**src/verilog/acr_defs.vh**
```
// constants for the accumulator config, range image and alert status registers
//
// Notes on behaviour
// - bus range field: 00 unipolar 0..+32V, 01 bipolar 32V, 10 bipolar 16V, 11 reserved
// - bus range fields in image: ch1 bits 7-6, ch2 5-4, ch3 3-2, ch4 1-0
// - ch4 sense range bits 9-8: 00 unipolar 100mV, 01 bipolar 100mV, 10 bipolar 50mV
// - accumulator source: 00 power product, 01 sense voltage, 10 bus voltage
// - accumulator source fields: ch1 bits 7-6, ch2 5-4, ch3 3-2, ch4 1-0
// - after reset all accumulator source bits are zero, power accumulation everywhere
// - source code 11 is reserved and reads back as zero
// - a status flag clears only after a read and then a completed conversion
// - a flag whose condition still holds at that conversion stays set
// - status value updates directly, no refresh command needed
// - current, voltage and power alerts flag only when their enables are set
// - overcurrent flags ch1..ch4 in status bits 23..20, one means tripped
// - undercurrent flags ch1..ch4 in status bits 19..16
// - overvoltage flags in bits 15..12, undervoltage flags in bits 11..8
// - overpower bits 7..4, accumulator full bit 3, count full bit 2, bits 1-0 zero
// - accumulator full flag sets on any channel accumulator overflow or limit
// - count full flag sets on sample counter overflow or limit
// - range image holds the settings in force before the latest refresh, or the data of a host write made since
`ifndef ACR_DEFS_VH
`define ACR_DEFS_VH

// ***************************************************************
// register offsets
// ***************************************************************
`define ACR_ADDR_RANGE_IMAGE   8'h24
`define ACR_ADDR_ACCUM_SOURCE  8'h25
`define ACR_ADDR_ALERT_FLAGS   8'h26

// ***************************************************************
// reset values and widths
// ***************************************************************
`define ACR_RANGE_IMAGE_RST    10'h000
`define ACR_ACCUM_SOURCE_RST   8'h00
`define ACR_ALERT_FLAGS_RST    22'h000000
`define ACR_RDATA_ZERO         24'h000000

// ***************************************************************
// field positions
// ***************************************************************
`define ACR_SENSE4_HI          9
`define ACR_SENSE4_LO          8
`define ACR_OC_LO              20
`define ACR_UC_LO              16
`define ACR_OV_LO              12
`define ACR_UV_LO              8
`define ACR_OP_LO              4
`define ACR_ACC_FULL_BIT       3
`define ACR_CNT_FULL_BIT       2
`define ACR_FLAGS_LO           2

// ***************************************************************
// field codes
// ***************************************************************
`define ACR_RANGE_UNIPOLAR     2'h0
`define ACR_RANGE_BIPOLAR_FULL 2'h1
`define ACR_RANGE_BIPOLAR_HALF 2'h2
`define ACR_RANGE_RESERVED     2'h3
`define ACR_SRC_POWER          2'h0
`define ACR_SRC_SENSE          2'h1
`define ACR_SRC_BUS            2'h2
`define ACR_SRC_RESERVED       2'h3

`endif

```
**src/verilog/acr_regs.v**
```verilog
// range image, accumulator source and alert status register logic
`timescale 1ns/1ps
`include "acr_defs.vh"

module acr_regs #(
   parameter NUM_CH = 4
) (
   input  wire                clk,
   input  wire                rst_n,
   input  wire [7:0]          reg_addr,
   input  wire                reg_wr,
   input  wire [23:0]         reg_wdata,
   input  wire                reg_rd,
   input  wire                refresh,
   input  wire [9:0]          range_active,
   input  wire                conv_done,
   input  wire [NUM_CH-1:0]   oc_trip,
   input  wire [NUM_CH-1:0]   uc_trip,
   input  wire [NUM_CH-1:0]   ov_trip,
   input  wire [NUM_CH-1:0]   uv_trip,
   input  wire [NUM_CH-1:0]   op_trip,
   input  wire                accum_full_trip,
   input  wire                count_full_trip,
   input  wire [23:4]         alert_enable,
   output reg  [23:0]         reg_rdata,
   output reg                 reg_rvalid,
   output reg  [9:0]          range_select_latched_image,
   output reg  [7:0]          accumulator_source_select,
   output reg  [23:0]         limit_alert_flags,
   output reg                 alert_any,
   output reg  [NUM_CH-1:0]   accum_src_power,
   output reg  [NUM_CH-1:0]   accum_src_sense,
   output reg  [NUM_CH-1:0]   accum_src_bus,
   output reg  [NUM_CH-1:0]   bus_range_bipolar,
   output reg  [NUM_CH-1:0]   bus_range_half,
   output reg  [NUM_CH-1:0]   bus_range_reserved,
   output reg                 sense_range_bipolar_ch4,
   output reg                 sense_range_half_ch4,
   output reg                 sense_range_reserved_ch4
);

// ***************************************************************
// decode and write data preparation
// ***************************************************************
wire                sel_image;
wire                sel_source;
wire                sel_flags;
wire [7:0]          wr_source_clean;
wire [21:0]         trip_vec;
wire [21:0]         trip_enabled;
reg                 read_pending;
reg  [21:0]         next_flags;
reg                 next_read_pending;
reg  [23:0]         next_rdata;

assign sel_image  = (reg_addr == `ACR_ADDR_RANGE_IMAGE);
assign sel_source = (reg_addr == `ACR_ADDR_ACCUM_SOURCE);
assign sel_flags  = (reg_addr == `ACR_ADDR_ALERT_FLAGS);

// reserved source code is stored as the power code at write time so it can never steer the accumulator
genvar g;
generate
   for (g = 0; g < NUM_CH; g = g + 1) begin : g_src
      wire [1:0] code_in;
      assign code_in = reg_wdata[2*g+1:2*g];
      assign wr_source_clean[2*g+1:2*g] =
         (code_in == `ACR_SRC_RESERVED) ? `ACR_SRC_POWER : code_in;
   end
endgenerate

// channel 1 is the most significant bit of every four-bit group
assign trip_vec = {oc_trip[0], oc_trip[1], oc_trip[2], oc_trip[3],
                   uc_trip[0], uc_trip[1], uc_trip[2], uc_trip[3],
                   ov_trip[0], ov_trip[1], ov_trip[2], ov_trip[3],
                   uv_trip[0], uv_trip[1], uv_trip[2], uv_trip[3],
                   op_trip[0], op_trip[1], op_trip[2], op_trip[3],
                   accum_full_trip, count_full_trip};

// fullness flags carry no enable of their own here
assign trip_enabled = trip_vec & {alert_enable[23:4], 2'b11};

// ***************************************************************
// alert flag update
// ***************************************************************
always @* begin
   next_flags        = limit_alert_flags[23:`ACR_FLAGS_LO];
   next_read_pending = read_pending;
   if (conv_done) begin
      if (read_pending) begin
         // a read was seen earlier: drop old flags, keep only live conditions
         next_flags = trip_enabled;
      end else begin
         next_flags = next_flags | trip_enabled;
      end
      next_read_pending = 1'b0;
   end
   // a read in the same cycle as conversion end waits for the following conversion
   if (reg_rd && sel_flags) begin
      next_read_pending = 1'b1;
   end
end

// ***************************************************************
// read data mux
// ***************************************************************
always @* begin
   next_rdata = `ACR_RDATA_ZERO;
   if (sel_image) begin
      next_rdata[9:0] = range_select_latched_image;
   end else if (sel_source) begin
      next_rdata[7:0] = accumulator_source_select;
   end else if (sel_flags) begin
      next_rdata = limit_alert_flags;
   end
end

// ***************************************************************
// registers
// ***************************************************************
always @(posedge clk) begin
   if (!rst_n) begin
      range_select_latched_image <= `ACR_RANGE_IMAGE_RST;
      accumulator_source_select  <= `ACR_ACCUM_SOURCE_RST;
      limit_alert_flags          <= {`ACR_ALERT_FLAGS_RST, 2'b00};
      read_pending               <= 1'b0;
      reg_rdata                  <= `ACR_RDATA_ZERO;
      reg_rvalid                 <= 1'b0;
      alert_any                  <= 1'b0;
   end else begin
      // refresh wins over a host write landing in the same cycle
      if (refresh) begin
         range_select_latched_image <= range_active;
      end else if (reg_wr && sel_image) begin
         range_select_latched_image <= reg_wdata[9:0];
      end
      if (reg_wr && sel_source) begin
         accumulator_source_select <= wr_source_clean;
      end
      limit_alert_flags <= {next_flags, 2'b00};
      read_pending      <= next_read_pending;
      alert_any         <= |next_flags;
      reg_rvalid        <= reg_rd;
      if (reg_rd) begin
         reg_rdata <= next_rdata;
      end
   end
end

// ***************************************************************
// per channel decode of source and bus range
// ***************************************************************
generate
   for (g = 0; g < NUM_CH; g = g + 1) begin : g_dec
      // channel 1 sits in the top pair, channel 4 in the bottom pair
      wire [1:0] src;
      wire [1:0] rng;
      assign src = accumulator_source_select[2*(NUM_CH-1-g)+1:2*(NUM_CH-1-g)];
      assign rng = range_select_latched_image[2*(NUM_CH-1-g)+1:2*(NUM_CH-1-g)];
      always @(posedge clk) begin
         if (!rst_n) begin
            accum_src_power[g]    <= 1'b1;
            accum_src_sense[g]    <= 1'b0;
            accum_src_bus[g]      <= 1'b0;
            bus_range_bipolar[g]  <= 1'b0;
            bus_range_half[g]     <= 1'b0;
            bus_range_reserved[g] <= 1'b0;
         end else begin
            accum_src_power[g]    <= (src == `ACR_SRC_POWER);
            accum_src_sense[g]    <= (src == `ACR_SRC_SENSE);
            accum_src_bus[g]      <= (src == `ACR_SRC_BUS);
            bus_range_bipolar[g]  <= (rng == `ACR_RANGE_BIPOLAR_FULL) ||
                                     (rng == `ACR_RANGE_BIPOLAR_HALF);
            bus_range_half[g]     <= (rng == `ACR_RANGE_BIPOLAR_HALF);
            bus_range_reserved[g] <= (rng == `ACR_RANGE_RESERVED);
         end
      end
   end
endgenerate

// ***************************************************************
// channel 4 sense range decode
// ***************************************************************
wire [1:0] sense4;
assign sense4 = range_select_latched_image[`ACR_SENSE4_HI:`ACR_SENSE4_LO];

always @(posedge clk) begin
   if (!rst_n) begin
      sense_range_bipolar_ch4  <= 1'b0;
      sense_range_half_ch4     <= 1'b0;
      sense_range_reserved_ch4 <= 1'b0;
   end else begin
      sense_range_bipolar_ch4  <= (sense4 == `ACR_RANGE_BIPOLAR_FULL) ||
                                  (sense4 == `ACR_RANGE_BIPOLAR_HALF);
      sense_range_half_ch4     <= (sense4 == `ACR_RANGE_BIPOLAR_HALF);
      sense_range_reserved_ch4 <= (sense4 == `ACR_RANGE_RESERVED);
   end
end

endmodule // acr_regs

```
**config.mk**
```make
export PLATFORM = sky130hd
export DESIGN_NAME = acr_regs
export DESIGN_NICKNAME = d
export VERILOG_FILES = /design/src/verilog/acr_regs.v
export VERILOG_INCLUDE_DIRS = /design/src /design/src/verilog
export SDC_FILE = /design/constraint.sdc
export NUM_CORES = 1
export LEC_CHECK = 0
export BUFFER_PORTS_ARGS = -buffer_cell sky130_fd_sc_hd__buf_2
export CORE_UTILIZATION = 46
export CTS_CLUSTER_SIZE = 25
export DETAILED_ROUTE_END_ITERATION = 8
export PLACE_DENSITY = 0.8
export SYNTH_ARGS = -nofsm -noshare
export SYNTH_HDL_FRONTEND = slang
export SYNTH_SLANG_ARGS = --single-unit
export TNS_END_PERCENT = 1
```
**constraint.sdc**
```tcl
create_clock -name clk -period 2.2 [get_ports clk]
set_input_delay 0.22 -clock clk [delete_from_list [all_inputs] [get_ports clk]]
set_output_delay 0.22 -clock clk [all_outputs]
set_load 0.02 [all_outputs]
```
# == Word-level counts from Yosys, hierarchy flattened ==
# Cells that the tools add are included.
# totals
output_inout_bits,95
ff_bits,96
# op_classes
n_eq_ne,30
n_reduce_logical,15
n_bitwise,2
mux,15
# op_table
cell,n
two-way mux 22 bit,2
"equality test 2 bit, second input constant",18
two-way mux 10 bit,3
"equality test 8 x 6 -> 1 bit, second input constant",3
two-way mux 24 bit,1
AND 22 bit,1
bitwise OR 22 bit,1
OR reduction 22 bit,1
"equality test 2 x 1 -> 1 bit, second input constant",9
two-way mux 16 bit,1
two-way mux 14 bit,1
zero test 2 bit,4
two-way mux 2 bit,4
two-way mux 8 bit,1
logical OR 1 bit,5
nonzero test 2 bit,2
logical AND 1 bit,3
two-way mux 1 bit,2

# == Depth between registers and ports, before layout ==
# Gate-level depths: netlist (run 1).
# logic_depth
word_depth,5
depth_mapped,8

# == Least setup slack after synthesis (run 1) ==
# OpenSTA, ideal clock, no wires.
# synth_path
kind,input -> register
from,input reg_addr[0]
to,register range_select_latched_image[9]
t_arrival_ps,1794
t_required_ps,2085
stages,8
path_slack_ps,291
cell_sequence,clkbuf_1 or4b_4 buf_6 or3_1 buf_6 mux2i_1 o21ai_0 and2_1
# synth_between
elab_chain_cells,3
# synth_rtl
element,line_no,text
"start, declared",acr_regs.v:10,"input wire [7:0] reg_addr,"
equality test 8 x 6 -> 1 bit (no line),-,
logical AND 1 bit,acr_regs.v:133,end else if (reg_wr && sel_image) begin
nonzero test 2 bit (no line),-,
"end signal, assigned",acr_regs.v:122,range_select_latched_image <= `ACR_RANGE_IMAGE_RST;
"end signal, assigned",acr_regs.v:132,range_select_latched_image <= range_active;
"end signal, assigned",acr_regs.v:134,range_select_latched_image <= reg_wdata[9:0];
"end, declared",acr_regs.v:27,"output reg [9:0] range_select_latched_image,"
# Every way passes these cells.
# A chain may end at the register's enable or synchronous reset.

# == Worst setup path in the final report (run 1) ==
# layout_path
from,register read_pending
to,register alert_any
# layout_between
elab_chain_cells,3
# layout_rtl
element,line_no,text
"start, declared",acr_regs.v:51,reg read_pending;
"start signal, assigned",acr_regs.v:140,read_pending <= next_read_pending;
two-way mux 22 bit,acr_regs.v:89,if (read_pending) begin
two-way mux 22 bit,acr_regs.v:88,if (conv_done) begin
OR reduction 22 bit,acr_regs.v:141,alert_any <= |next_flags;
"end signal, assigned",acr_regs.v:141,
"end, declared",acr_regs.v:30,"output reg alert_any,"
# Every way passes these cells.

==> results of run 1 <==
## how the worst max path moves through the flow
| stage | start | end | slack [ns] | cells after the start |
|---|---|---|---|---|
| 4_1_cts | read_pending | alert_any | 0.24 | 6 |
| 3_3_place_gp | reg_addr[4] | range_select_latched_image[9] | 0.20 | 7 |
| 6_report | read_pending | alert_any | 0.22 | 6 |
| 3_5_place_dp | reg_addr[4] | range_select_latched_image[7] | 0.14 | 7 |
| 2_1_floorplan | reg_addr[0] | range_select_latched_image[9] | 0.29 | 8 |
| 5_1_grt | read_pending | alert_any | 0.07 | 6 |
## kinds of logic after synthesis
logic type                 Yosys count
muxes                               11
adders and majority gates           10
DFF                                 94
buffers and inverters               42
AOI/OAI and AO/OA                   88
and+or+nand+nor                    154
other                                1
## area by class of cell
class	count	area, sq um
fill	775	3231
timing repair buffer	178	915.9
clock inverter	6	46.29
tap	105	131.4
clock buffer	10	137.6
sequential	94	1882
inverter	11	41.29
multi-input combinational	265	1790
## metal layers
metal | vias up | part of all wire [%] | global-route usage (%)
met4 | 0 | 0.69 | 7.308
met1 | 1606 | 45 | 30.72
met3 | 6 | 4.5 | 4.065
met5 | - | 0 | 0
li1 | 1694 | - | -
met2 | 89 | 50 | 39.03
## registers in the layout, indices dropped and copies added (netlist names), 8 cells and up
register                    cells
reg_rdata                      24
limit_alert_flags              22
accumulator_source_select       8
range_select_latched_image     10
## power groups by stage
stage / clock [uW] / sequential (uW) / combinational, uW
floorplan: 0 / 1870 / 158
CTS: 1090 / 1780 / 373
finish: 1070 / 1780 / 374
detailed placement: 0 / 1820 / 372
global placement: 0 / 1820 / 361
global route: 1170 / 1790 / 405
## metrics by stage
step                power (uW)  cells  cell area, sq um  setup slack, ns
floorplan                 2028    401              3865           0.2908
global placement          2181    653              4761           0.1979
detailed placement        2194    653              4761           0.1395
CTS                       3245    669              4945           0.2394
global route              3365    669              4945          0.07385
finish                    3225    669              4945           0.2217
## cells in the mapped netlist (2+ instances only)
cell type  instances
buf_2              5
a32oi_1           20
nand3b_1           8
and2_1            21
a22oi_1            2
a21boi_1           2
nand3_1            4
buf_6              3
nor2b_1           63
a21oi_1           15
nand2b_1          18
and3b_1            4
o22ai_1            5
a21boi_0          16
mux2i_1           10
clkbuf_1          19
ha_1              10
inv_1             11
nor2_1             6
nand4_1            4
dfxtp_1           94
nand2_1           19
buf_4              4
o21ai_0           18
o2111ai_1          6
## worst reg2reg max path, cell delays in order, from the launching register on
cell and delay [ns]:
dfxtp_1 0.34, nand2_1 0.12, buf_4 0.24, a32oi_1 0.26, nand4_1 0.13, or4_1 0.54, o31a_1 0.25
==> qor.yml, run 1 <==
status: "complete, no violations"
synth_area_leaders: "dfxtp_1 49%, nor2b_1 10%, a32oi_1 4.5%"
drv_slew: 0
min_to: "accumulator_source_select[5]"
slowest_delay_ns: 0.53
die_area_sq_um: 8765
die_h_um: 93.62
pwr-share-seq_pct: 55.3
worstPathArrival_ns: 2.22
r2r_end: "alert_any"
clock_latency_ns: 0.35
worstPathCellList: "nand2_1 -> buf_4 -> a32oi_1 -> nand4_1 -> or4_1 -> o31a_1"
hold_buffers: 0
synth_edf_count: 0
muxShareOfSynthArea_pct: 2.884
switchingPower_uw: 871.8
cp-end-kind: "flop"
max_cap_violations: 0
swShare_pct: 27.03
ys_ff_latch: 94
post-route-period-util_pct: 89.92
p_clk_share_pct: 33.1
grt_pass1_vias: 3139
cts_made_buffers: 9
areaGrowthSynthToFinish_pct: 28.06
start_util_pct: 47.23
synth_top_family_by_area: "simple AND/OR/NAND/NOR gates"
die_w_um: 93.62
io_pins: 185
gp_congestion: 0.7465
synth_top_area_share_pct: 48.74
clkTransAtPathRegs_ns: 0.10
ys_seq_area_share_pct: 48.74
worst_pin_slew_ns: 0.7030
cts_setup_buffers: 0
diodes: 0
hold_depth: 3
post_drt_wl_per_cell_um: 15.43
powerDensity_nw_per_um2: 652.2
antenna_found_initial: 0
synthAdderAreaFrac_pct: 3.240
nets: 659
drt_iter0_drc: 198
whs_ns: 0.1697
worst-path-max-fanout: 20
first_pass_iters: 4
critical_path_class: "reg2reg"
cts_max_level: 3
clock.fmax_mhz: 505.5
coreArea_sq_um: 8175
synth_xor_area_share_pct: 0
layout-drive-gt1-share_pct: 34.93
start_kind: "flop"
avgSynthCellArea_sq_um: 9.653
r2r_cells: 6
slew_headroom_pct: 53.13
rsz0062_at_grt: "false"
crit_buf_inv: 1
syn_inst: 400
power_frac_comb_pct: 11.6
cpLargestDelayFamily: "simple AND/OR/NAND/NOR gates"
yosys.area_share.simple_pct: 24.17
clock_skew_ns: 0.01170
hpwl_um: 7662
grt_pass1_wl_um: 15750
port_buffers: 168
p_int_uw: 2353
num_rows: 33
vias: 3395
cts_resized: 0
hold_viol: 0
yosysWarnings: 0
vdd_drop_max_v: 0.0003053
setup_viol: 0
grt_max_degree: 95
holdCritPathClass: "in2reg"
drt-total-wl_um: 10320
final_cell_mix: "168 x buf_2, 94 x dfxtp_1, 63 x nor2b_1, 21 x and2_1, 20 x a32oi_1"
syn_area_sq_um: 3861
cp_data_required_time_ns: 2.44
final_common_cell: "buf_2"
rrSetupSlack_ns: 0.22
final_util_pct: 60.48
p_leak_uw: 0.002322
holdCritStartpoint: "reg_wdata[5]"
period_minus_slack_ns: 1.978
cts_tree: "yes"
synth_cell_types: 38
drcViolationCount: 0
cts_root_buffer: "clkbuf_8"
drtAntennaViolNets: 0
avgViaCountPerCell: 5.075
setup_tns_ns: 0
clk_path_buf_depth: 2
ys_async_sr_fraction_pct: 0
grt-ovfl-total: 0
rr_startpoint: "read_pending"
synth_area_leader_cell: "dfxtp_1"
synthFlopType: "dfxtp_1"
clkSinkCount: 94
grt.total_usage_pct: 23.40
synth_compound_area_share_pct: 15.65
slowest_stage: "or4_1"
Power figures use the tool's default switching activity.
==> run 2: changes to the inputs <==
--- a/config.mk
+++ b/config.mk
@@ -9,6 +9,6 @@
 export BUFFER_PORTS_ARGS = -buffer_cell sky130_fd_sc_hd__buf_2
-export CORE_UTILIZATION = 46
+export CORE_UTILIZATION = 50
 export CTS_CLUSTER_SIZE = 25
 export DETAILED_ROUTE_END_ITERATION = 8
-export PLACE_DENSITY = 0.8
+export PLACE_DENSITY = 0.86
 export SYNTH_ARGS = -nofsm -noshare
==> constraint.sdc (replaced) <==
create_clock -name clk -period 2.4 [get_ports clk]
set_input_delay 0.24 -clock clk [delete_from_list [all_inputs] [get_ports clk]]
set_output_delay 0.24 -clock clk [all_outputs]
set_load 0.005 [all_outputs]
==> qor.yml, run 2 (same netlist as run 1, synthesis figures left out) <==
start_util_pct: 52.39
largest_registers: "reg_rdata x24, limit_alert_flags x22, range_select_latched_image x10"
grt-ovfl-total: 0
cts_root_buffer: "clkbuf_8"
antenna_found_initial: 0
start_kind: "flop"
die_area_sq_um: 8078
clkSinkCount: 94
post_drt_wl_per_cell_um: 15.22
cts_resized: 0
vias: 3462
clk_path_buf_depth: 2
cts_max_level: 3
hold_viol: 0
setup_tns_ns: 0
powerDensity_nw_per_um2: 595.1
layout-drive-gt1-share_pct: 34.34
critical_path.startpoint: "read_pending"
slowest_stage: "or4_1"
diodes: 0
num_rows: 31
top_register: "reg_rdata"
post-route-period-util_pct: 77.73
vdd_drop_max_v: 0.0003747
holdCritPathClass: "in2reg"
cts_made_buffers: 9
die_h_um: 89.88
hpwl_um: 7470
period_minus_slack_ns: 1.866
p_leak_uw: 0.002322
worstPathArrival_ns: 2.11
rsz0062_at_grt: "false"
cp-end-kind: "flop"
clock_skew_ns: 0.01332
avgViaCountPerCell: 5.238
largest_reg_flops: 24
rr_startpoint: "read_pending"
coreArea_sq_um: 7370
cp_data_required_time_ns: 2.65
rrSetupSlack_ns: 0.53
setup_viol: 0
worstPathCellList: "nand2_1 -> buf_4 -> a32oi_1 -> nand4_1 -> or4_1 -> o31a_1"
worst_pin_slew_ns: 0.5918
clock_latency_ns: 0.35
r2r_cells: 6
drv_slew: 0
grt_pass1_wl_um: 16080
final_cell_mix: "168 x buf_2, 94 x dfxtp_1, 63 x nor2b_1, 21 x and2_1, 20 x a32oi_1"
drtAntennaViolNets: 0
worstSetupEndpoint: "alert_any"
slowest_delay_ns: 0.54
grt_pass1_vias: 3258
cts_setup_buffers: 0
hold_buffers: 0
gp_congestion: 0.8912
grt_max_degree: 55
clkTransAtPathRegs_ns: 0.10
clock.fmax_mhz: 536.0
max_cap_violations: 0
areaGrowthSynthToFinish_pct: 28.00
critical_path_class: "reg2reg"
slew_headroom_pct: 60.55
drt-total-wl_um: 10060
final_util_pct: 67.06
drcViolationCount: 0
final_common_cell: "buf_2"
port_buffers: 168
drt_iter0_drc: 159
die_w_um: 89.88
place_area_sq_um: 4751
status: "complete, no violations"
first_pass_iters: 4
fill_cells: 641
worst-path-max-fanout: 23
io_pins: 185
postLayoutCellArea_sq_um: 4942
grt.total_usage_pct: 24.77
cts_tree: "yes"
nets: 657
r2r_end: "alert_any"
run 2: changes by cell type in the layout (fill, tap and decap cells not counted):
cell,previous run,this run
clkbuf_8,10,9
buf_4,10,7
buf_12,0,1
bufinv_16,0,1
clkinvlp_4,2,1
clkbuf_1,0,2
inv_6,1,0
run 2: how the worst min path moves through the flow:
stage | start | end | slack, ns | cells past startpoint
floorplan | reg_wdata[3] | accumulator_source_select[3] | 0.41 | 2
global placement | accumulator_source_select[0] | accum_src_bus[3] | 0.46 | 1
detailed placement | reg_rdata[5] | reg_rdata[5] | 0.48 | 2
CTS | count_full_trip | limit_alert_flags[2] | 0.18 | 3
global route | reg_wdata[6] | accumulator_source_select[6] | 0.18 | 3
finish | reg_wdata[6] | accumulator_source_select[6] | 0.19 | 3
run 2: cell type report:
cell class | instances | area [sq um] | area share [%]
Sequential cell | 94 | 1882 | 38.08
Multi-Input combinational cell | 265 | 1790 | 36.23
Timing Repair Buffer | 176 | 913.4 | 18.48
Clock buffer | 11 | 131.4 | 2.658
Tap cell | 99 | 123.9 | 2.506
Clock inverter | 5 | 60.06 | 1.215
Inverter | 11 | 41.29 | 0.8354
run 2: power breakdown:
part / total (uW) / internal [uW] / switching, uW
logic: 290 / 145 / 144
registers: 1630 / 1600 / 34.2
clock network: 1020 / 485 / 532
run 2: stage by stage:
stage	total power, uW	hold slack (ns)	std cells	setup slack [ns]
after floorplan	1810	0.4051	401	0.4717
after global placement	1949	0.4627	645	0.2276
after detailed placement	1959	0.4791	645	0.1804
after CTS	2966	0.1806	661	0.5224
after global routing	3079	0.1823	661	0.4000
final	2941	0.1907	661	0.5345
run 2: critical path: cells and delay by family, from the launching register on:
kind	cells	cell delay, ns
flip-flops	1	0.33
AND/OR/NAND/NOR	3	0.70
buffers and inverters	1	0.21
AO/OA/AOI/OAI	2	0.55
run 2: routing by layer:
metal  share of wire (%)  track usage (%)
met3                 5.3            4.822
met4                 2.1            10.22
met5                   0                0
met1                  45            32.39
met2                  47            40.19
